<file path="src/verilog/rstpin_pkg.sv">
// Package of constants and types for the power-on reset pin logic
// Contract
// - Self-configuration starts on a rising edge of the reset input.
// - Flash clock, data, both selects and twenty general pins float in reset.
// - Light-source selects and mirror enable/reset are driven low in reset.
// - No output is in its active state while reset is held.
// - After release, configuration may turn unused two-way pins into outputs.
package rstpin_pkg;
	// ==================================================================
	// Sizes and reset values
	localparam int               GPIO_W       = 20;
	localparam logic [19:0]      GPIO_OE_RST  = 20'h0_0000;
	localparam logic [19:0]      GPIO_OUT_RST = 20'h0_0000;
	localparam int               CFG_CYC_W    = 8;
	// Length of the self-configuration phase, arbitrary short figure
	localparam logic [7:0]       CFG_CYCLES   = 8'h20;

	// ==================================================================
	// Sequencer states
	typedef enum logic [1:0] {
		RSTPIN_HELD  = 2'b00,
		RSTPIN_CONFIG = 2'b01,
		RSTPIN_RUN   = 2'b10
	} rstpin_state_e;

	// ==================================================================
	// Output pins as one bundle
	typedef struct packed {
		logic              flash_serial_clock;
		logic              flash_serial_out;
		logic              flash_select_0_n;
		logic              flash_select_1_n;
		logic              flash_oe;
		logic [19:0]       gpio_out;
		logic [19:0]       gpio_oe;
		logic              light_source_select_0;
		logic              light_source_select_1;
		logic              mirror_array_enable_reset_n;
	} rstpin_pins_s;
endpackage : rstpin_pkg

</file>
<file path="src/verilog/rstpin_top.sv">
// Power-on reset pin handling: output safing and self-configuration start
module rstpin_top (
	input  wire logic        CLK,
	input  wire logic        RST_B,
	input  wire logic        CE,
	input  wire logic        POWER_ON_RESET_N,
	input  wire logic        FAST_PARK_REQUEST_N,
	input  wire logic [19:0] CORE_GPIO_OUT,
	input  wire logic [19:0] CORE_GPIO_OE,
	input  wire logic        CORE_FLASH_CLK,
	input  wire logic        CORE_FLASH_OUT,
	input  wire logic        CORE_FLASH_SEL0_N,
	input  wire logic        CORE_FLASH_SEL1_N,
	input  wire logic        CORE_LIGHT_SEL0,
	input  wire logic        CORE_LIGHT_SEL1,
	input  wire logic        CORE_MIRROR_EN_N,
	output logic             FLASH_SERIAL_CLOCK,
	output logic             FLASH_SERIAL_OUT,
	output logic             FLASH_SELECT_0_N,
	output logic             FLASH_SELECT_1_N,
	output logic             FLASH_OE,
	output logic [19:0]      GPIO_OUT,
	output logic [19:0]      GPIO_OE,
	output logic             LIGHT_SOURCE_SELECT_0,
	output logic             LIGHT_SOURCE_SELECT_1,
	output logic             MIRROR_ARRAY_ENABLE_RESET_N,
	output logic             CONFIG_START,
	output logic             CONFIG_BUSY,
	output logic             CONFIG_DONE,
	output logic             PARK_ACTIVE
);
	// ==================================================================
	// Synchronisers
	logic                    por_s1_q;
	logic                    por_s2_q;
	logic                    por_s3_q;
	logic                    park_s1_q;
	logic                    park_s2_q;
	logic                    release_edge;
	rstpin_pkg::rstpin_state_e state_q;
	rstpin_pkg::rstpin_state_e state_d;
	logic [7:0]              cnt_q;
	rstpin_pkg::rstpin_pins_s pins_q;
	rstpin_pkg::rstpin_pins_s pins_d;
	logic                    park_active_q;
	logic                    busy_q;
	logic                    done_q;

	// ==================================================================
	// State decoding
	// One decoder per state keeps the pins and status in step
	function automatic logic f_held(input rstpin_pkg::rstpin_state_e s);
		return (s == rstpin_pkg::RSTPIN_HELD);
	endfunction : f_held

	function automatic logic f_config(input rstpin_pkg::rstpin_state_e s);
		return (s == rstpin_pkg::RSTPIN_CONFIG);
	endfunction : f_config

	function automatic logic f_run(input rstpin_pkg::rstpin_state_e s);
		return (s == rstpin_pkg::RSTPIN_RUN);
	endfunction : f_run

	// Reset pin may move at any time, so it is sampled twice first
	always_ff @(posedge CLK or negedge RST_B) begin
		if (!RST_B) begin
			por_s1_q <= 1'b0;
			por_s2_q <= 1'b0;
			por_s3_q <= 1'b0;
		end else if (CE) begin
			por_s1_q <= POWER_ON_RESET_N;
			por_s2_q <= por_s1_q;
			por_s3_q <= por_s2_q;
		end
	end

	always_ff @(posedge CLK or negedge RST_B) begin
		if (!RST_B) begin
			park_s1_q <= 1'b0;
			park_s2_q <= 1'b0;
		end else if (CE) begin
			park_s1_q <= FAST_PARK_REQUEST_N;
			park_s2_q <= park_s1_q;
		end
	end

	// Edge seen only on synchronised copies
	assign release_edge = por_s2_q & ~por_s3_q;

	// ==================================================================
	// Sequencer
	always_comb begin
		state_d = state_q;
		case (state_q)
			rstpin_pkg::RSTPIN_HELD: begin
				if (release_edge) begin
					state_d = rstpin_pkg::RSTPIN_CONFIG;
				end
			end
			rstpin_pkg::RSTPIN_CONFIG: begin
				if (cnt_q == rstpin_pkg::CFG_CYCLES) begin
					state_d = rstpin_pkg::RSTPIN_RUN;
				end
			end
			rstpin_pkg::RSTPIN_RUN: begin
				state_d = rstpin_pkg::RSTPIN_RUN;
			end
			default: begin
				state_d = rstpin_pkg::RSTPIN_HELD;
			end
		endcase
		// Reassertion always wins and drops back to the safe state
		if (!por_s2_q) begin
			state_d = rstpin_pkg::RSTPIN_HELD;
		end
	end

	always_ff @(posedge CLK or negedge RST_B) begin
		if (!RST_B) begin
			state_q <= rstpin_pkg::RSTPIN_HELD;
		end else if (CE) begin
			state_q <= state_d;
		end
	end

	// Counter restarts whenever configuration is left or entered again
	always_ff @(posedge CLK or negedge RST_B) begin
		if (!RST_B) begin
			cnt_q <= 8'h00;
		end else if (CE) begin
			if (state_q == rstpin_pkg::RSTPIN_CONFIG) begin
				cnt_q <= cnt_q + 8'h01;
			end else begin
				cnt_q <= 8'h00;
			end
		end
	end

	// ==================================================================
	// Pin safing
	always_comb begin
		pins_d = '0;
		pins_d.flash_select_0_n = 1'b1;
		pins_d.flash_select_1_n = 1'b1;
		pins_d.gpio_oe  = rstpin_pkg::GPIO_OE_RST;
		pins_d.gpio_out = rstpin_pkg::GPIO_OUT_RST;
		pins_d.flash_oe = 1'b0;
		pins_d.light_source_select_0 = 1'b0;
		pins_d.light_source_select_1 = 1'b0;
		pins_d.mirror_array_enable_reset_n = 1'b0;
		if (!f_held(state_d)) begin
			pins_d.flash_oe           = 1'b1;
			pins_d.flash_serial_clock = CORE_FLASH_CLK;
			pins_d.flash_serial_out   = CORE_FLASH_OUT;
			pins_d.flash_select_0_n   = CORE_FLASH_SEL0_N;
			pins_d.flash_select_1_n   = CORE_FLASH_SEL1_N;
			pins_d.gpio_out = CORE_GPIO_OUT;
			pins_d.gpio_oe  = CORE_GPIO_OE;
		end
		// Light and mirror drive wait for the end of configuration
		if (f_run(state_d)) begin
			pins_d.light_source_select_0 = CORE_LIGHT_SEL0;
			pins_d.light_source_select_1 = CORE_LIGHT_SEL1;
			pins_d.mirror_array_enable_reset_n = CORE_MIRROR_EN_N;
		end
	end

	always_ff @(posedge CLK or negedge RST_B) begin
		if (!RST_B) begin
			pins_q <= '{flash_select_0_n: 1'b1, flash_select_1_n: 1'b1,
				default: '0};
		end else if (CE) begin
			pins_q <= pins_d;
		end
	end

	always_ff @(posedge CLK or negedge RST_B) begin
		if (!RST_B) begin
			CONFIG_START <= 1'b0;
		end else if (CE) begin
			CONFIG_START <= release_edge & f_held(state_q);
		end
	end

	// ==================================================================
	// Status
	// Levels are registered from the next state so they line up with pins
	always_ff @(posedge CLK or negedge RST_B) begin
		if (!RST_B) begin
			busy_q <= 1'b0;
			done_q <= 1'b0;
		end else if (CE) begin
			busy_q <= f_config(state_d);
			done_q <= f_run(state_d);
		end
	end

	// Park status is masked while held: no output may look active then
	always_ff @(posedge CLK or negedge RST_B) begin
		if (!RST_B) begin
			park_active_q <= 1'b0;
		end else if (CE) begin
			park_active_q <= ~park_s2_q & ~f_held(state_d);
		end
	end

	// ==================================================================
	// Pin and status outputs
	assign FLASH_SERIAL_CLOCK          = pins_q.flash_serial_clock;
	assign FLASH_SERIAL_OUT            = pins_q.flash_serial_out;
	assign FLASH_SELECT_0_N            = pins_q.flash_select_0_n;
	assign FLASH_SELECT_1_N            = pins_q.flash_select_1_n;
	assign FLASH_OE                    = pins_q.flash_oe;
	assign GPIO_OUT                    = pins_q.gpio_out;
	assign GPIO_OE                     = pins_q.gpio_oe;
	assign LIGHT_SOURCE_SELECT_0       = pins_q.light_source_select_0;
	assign LIGHT_SOURCE_SELECT_1       = pins_q.light_source_select_1;
	assign MIRROR_ARRAY_ENABLE_RESET_N = pins_q.mirror_array_enable_reset_n;
	assign CONFIG_BUSY = busy_q;
	assign CONFIG_DONE = done_q;
	assign PARK_ACTIVE = park_active_q;
endmodule : rstpin_top

</file>
<file path="config.mk">
export PLATFORM = sky130hd
export DESIGN_NAME = rstpin_top
export DESIGN_NICKNAME = d
export VERILOG_FILES = /design/src/verilog/rstpin_pkg.sv /design/src/verilog/rstpin_top.sv
export SDC_FILE = /design/constraint.sdc
export NUM_CORES = 1
export LEC_CHECK = 0
export ABC_AREA = 1
export CAP_MARGIN = 20
export CORE_MARGIN = 2
export CORE_UTILIZATION = 24
export DETAILED_ROUTE_END_ITERATION = 8
export DONT_BUFFER_PORTS = 1
export SYNTH_ARGS = -nofsm -noshare
export SYNTH_HDL_FRONTEND = slang
export SYNTH_SLANG_ARGS = --single-unit
</file>
<file path="constraint.sdc">
create_clock -name CLK -period 1.8 [get_ports CLK]
set_input_delay 0.18 -clock CLK [delete_from_list [all_inputs] [get_ports CLK]]
set_output_delay 0.18 -clock CLK [all_outputs]
set_load 0.02 [all_outputs]
</file>
==> results.yml <==
run_status:
  status: "completed"
routing:
  drt-wirelength-per-cell_um: 13.0
  vias_per_cell: 4.27
  drtAntennaViolNets: 0
  wirelength_um: 6670
  drc: 0
  drt_iter0_drc: 155
  dr.pass1.iters: 4
  via_count: 2182
sta:
  finalCritPeriodShare_pct: 88.5
  relSlewSlack_pct: 68.7
  rsz0062_at_grt: "no"
  max_freq_mhz: 628
  setup_tns_ps: 0
  period_minus_slack_ps: 1590
  setup_viol: 0
  slew_viol_final: 0
  hold_viol_final: 0
  fin_skew_ps: 8.00
  tightest_slew_ps: 469
worst_hold_path:
  min_to: "FLASH_SELECT_1_N$_DFFE_PN1P_"
  worstHoldStart: "CE"
  hold_class: "in -> reg"
  hold_path_depth: 2
synth:
  synth_area_mm2: 0.00276
  ys.flop_type: "dfrtp_1"
  seq_area_frac_synth_pct: 60.9
  synth_cell_types: 27
  syn_nets: 363
  synth.area.top_cells: "dfrtp_1, nand2_1, inv_1, dfstp_2, o21ai_0"
  netlist.area_leader.share_pct: 59.0
  syn_area_per_cell_um2: 8.92
  async_flop_share_pct: 100
  ys_warn_count: 0
  synth_edf_count: 0
  syn_inst: 309
  yosysTopAreaCell: "dfrtp_1"
  synth-seq-cells: 67
setup_path:
  cpMostUsedCell: "nand2_1"
  start_kind: "flop"
  worst_ep_required_time_ps: 2010
  worstPathMaxFanout: 22
  r2r_cells: 11
  crit_buf_inv: 1
  worstPathCellList: "inv_2 -> ha_1 -> nand2_1 -> nor2_1 -> nand2_1 -> nand2_1 -> nand2_1 -> nand2_4 -> nand2_8 -> nand2_1 -> nand2_1"
  reg2reg_from: "cnt_q[0]$_DFFE_PN0P_"
  end_kind: "flop"
  path_class: "reg -> reg"
  critPathMaxStageDelay_ps: 390
  rr_endpoint: "GPIO_OUT[2]$_DFFE_PN0P_"
  critical-path-top-delay-family: "simple AND/OR/NAND/NOR gates"
  regToRegSetupSlack_ps: 210
  crit_arrival_ps: 1800
  crit_slowest_cell: "dfrtp_1"
pwr:
  p_clk_share_pct: 43.0
  p_leak_nw: 1.91
  vdd_drop_max_mv: 0.479
  seqPwrFrac_pct: 46.9
  switching_share_pct: 27.0
  power.internal_mw: 3.07
  p_per_area_mw_per_mm2: 1120
  total_power_mw: 4.20
  switchingPower_mw: 1.13
  combPwrFrac_pct: 10.1
cells_and_area:
  num_antenna_cells: 0
  final_layout_size_suffix_gt1_share_pct: 9.51
  final_nets: 418
  fin_cells: 511
  nFillCells: 1151
  syn2layout_area_growth_pct: 35.9
placement:
  dp_cells: 442
  io_buffer_count: 0
  dp_hpwl_um: 3920
  globalplace.congestion: 0.709
grt:
  grt_pass1_vias: 2247
  grt_start_max_net_pins: 68
  grt_pass1_wl_um: 10900
  globalRouteOverflowTotal: 0
  grtUsageTotal_pct: 11.1
  antenna_found_initial: 0
clock_tree:
  htree_num_levels: 3
  path_clk_slew_ps: 50
  numCtsBuffers: 9
  clockBufferDepth: 2
  clk_latency_ps: 320
  cts_root_buffer: "clkbuf_16"
  cts_tree: "yes"
  cts_num_sinks: 67
floorplanning:
  die-area_mm2: 0.0124
  coreArea_mm2: 0.0113
  die_x_um: 111
  io_pins: 104
  num_rows: 39
  initial_core_util_pct: 24.4
  die_y_um: 111
job:
  maxCapViolCount: 0
through the flow:
step / util (%) / setup WS, ps / area [um^2] / hold slack (ps)
after floorplan: - / 340 / 2760 / -116
after global placement: 25.3 / 174 / 2870 / -114
after detailed placement: 25.3 / 105 / 2870 / -115
after CTS: 32.9 / 102 / 3720 / 0.491
after global routing: 33.1 / 17.6 / 3750 / 20.8
final: 33.1 / 207 / 3750 / 19.7
routing by layer:
metal  share of wire [%]  vias up  track usage, %
met2                  48       66            18.2
met4                 1.4        0            4.03
met3                 6.0        9            4.05
met1                  45     1040            13.3
li1                    -     1067               -
met5                   0        -               0
cells in the mapped netlist, drive strengths merged (5+ instances only):
cell type / instances
nand2: 167
dfrtp: 65
inv: 18
o21ai: 10
nand3: 9
nor2: 8
nor3: 7
buf: 6
a21oi: 5
clkbuf: 5
kinds of logic (layout without fill, tap and decap cells):
| kind of cell | after synthesis | after routing | synth area share [%] |
|---|---|---|---|
| AND/OR/NAND/NOR | 195 | 196 | 29.8 |
| flip-flops | 67 | 67 | 60.9 |
| buffers and inverters | 29 | 87 | 5.17 |
| AO/OA/AOI/OAI | 16 | 16 | 3.27 |
| adder cells (fa/ha/maj) | 2 | 2 | 0.907 |
power by group through the flow:
stage | clock (mW) | sequential [mW] | combinational (mW)
after floorplan | 0 | 1.95 | 0.247
after global placement | 0 | 1.99 | 0.259
after detailed placement | 0 | 1.99 | 0.277
after CTS | 1.87 | 1.97 | 0.407
after global routing | 1.93 | 1.99 | 0.492
final | 1.81 | 1.97 | 0.423
layout make-up:
cell class,instances,area [um^2],share of cell area [%]
tap,143,179,4.77
clock inverter,1,30.0,0.801
multi-input combinational,214,956,25.5
inverter,18,67.6,1.80
sequential,67,1680,44.8
timing repair buffer,54,553,14.8
clock buffer,14,284,7.58
worst reg2reg max path: cells and delay by family, from the launching register on:
kind          cells  cell delay (ps)
flops             1              390
simple gates      9              850
fa+ha+maj         1              160
buf+inv           1              100
layout by cell type (no fill, tap or decap), drive strengths merged:
master and instances:
a21oi 5, buf 3, bufinv 1, clkbuf 14, dfrtp 65, dfstp 2, dlygate4sd3 51, ha 2
inv 18, nand2 168, nand3 9, nand4 2, nor2 8, nor3 7, nor3b 2, o21a 1
o21ai 10
worst max-delay path by stage:
stage                          from                             end  slack (ps)  cells past startpoint
2_1_floorplan  cnt_q[0]$_DFFE_PN0P_         GPIO_OE[11]$_DFFE_PN0P_         340                     12
3_3_place_gp   cnt_q[0]$_DFFE_PN0P_  FLASH_SERIAL_CLOCK$_DFFE_PN0P_         170                     10
3_5_place_dp   cnt_q[0]$_DFFE_PN0P_          GPIO_OE[8]$_DFFE_PN0P_         110                     10
4_1_cts        cnt_q[0]$_DFFE_PN0P_          GPIO_OE[8]$_DFFE_PN0P_         100                     10
5_1_grt        cnt_q[0]$_DFFE_PN0P_        GPIO_OUT[10]$_DFFE_PN0P_          20                     11
6_report       cnt_q[0]$_DFFE_PN0P_         GPIO_OUT[2]$_DFFE_PN0P_         210                     11
repair_timing:
item	in CTS	in global routing
setup buffers	0	1
hold buffers	52	0
hold endpoints to repair	124	0
setup endpoints to repair	0	45
resized for setup	0	2
registers in the layout, indices dropped and copies added, names as in the netlist, 2 cells and up:
| name | count |
|---|---|
| GPIO_OE | 20 |
| GPIO_OUT | 20 |
| cnt_q | 8 |
| state_q | 2 |
(Power assumes the default switching activity.)
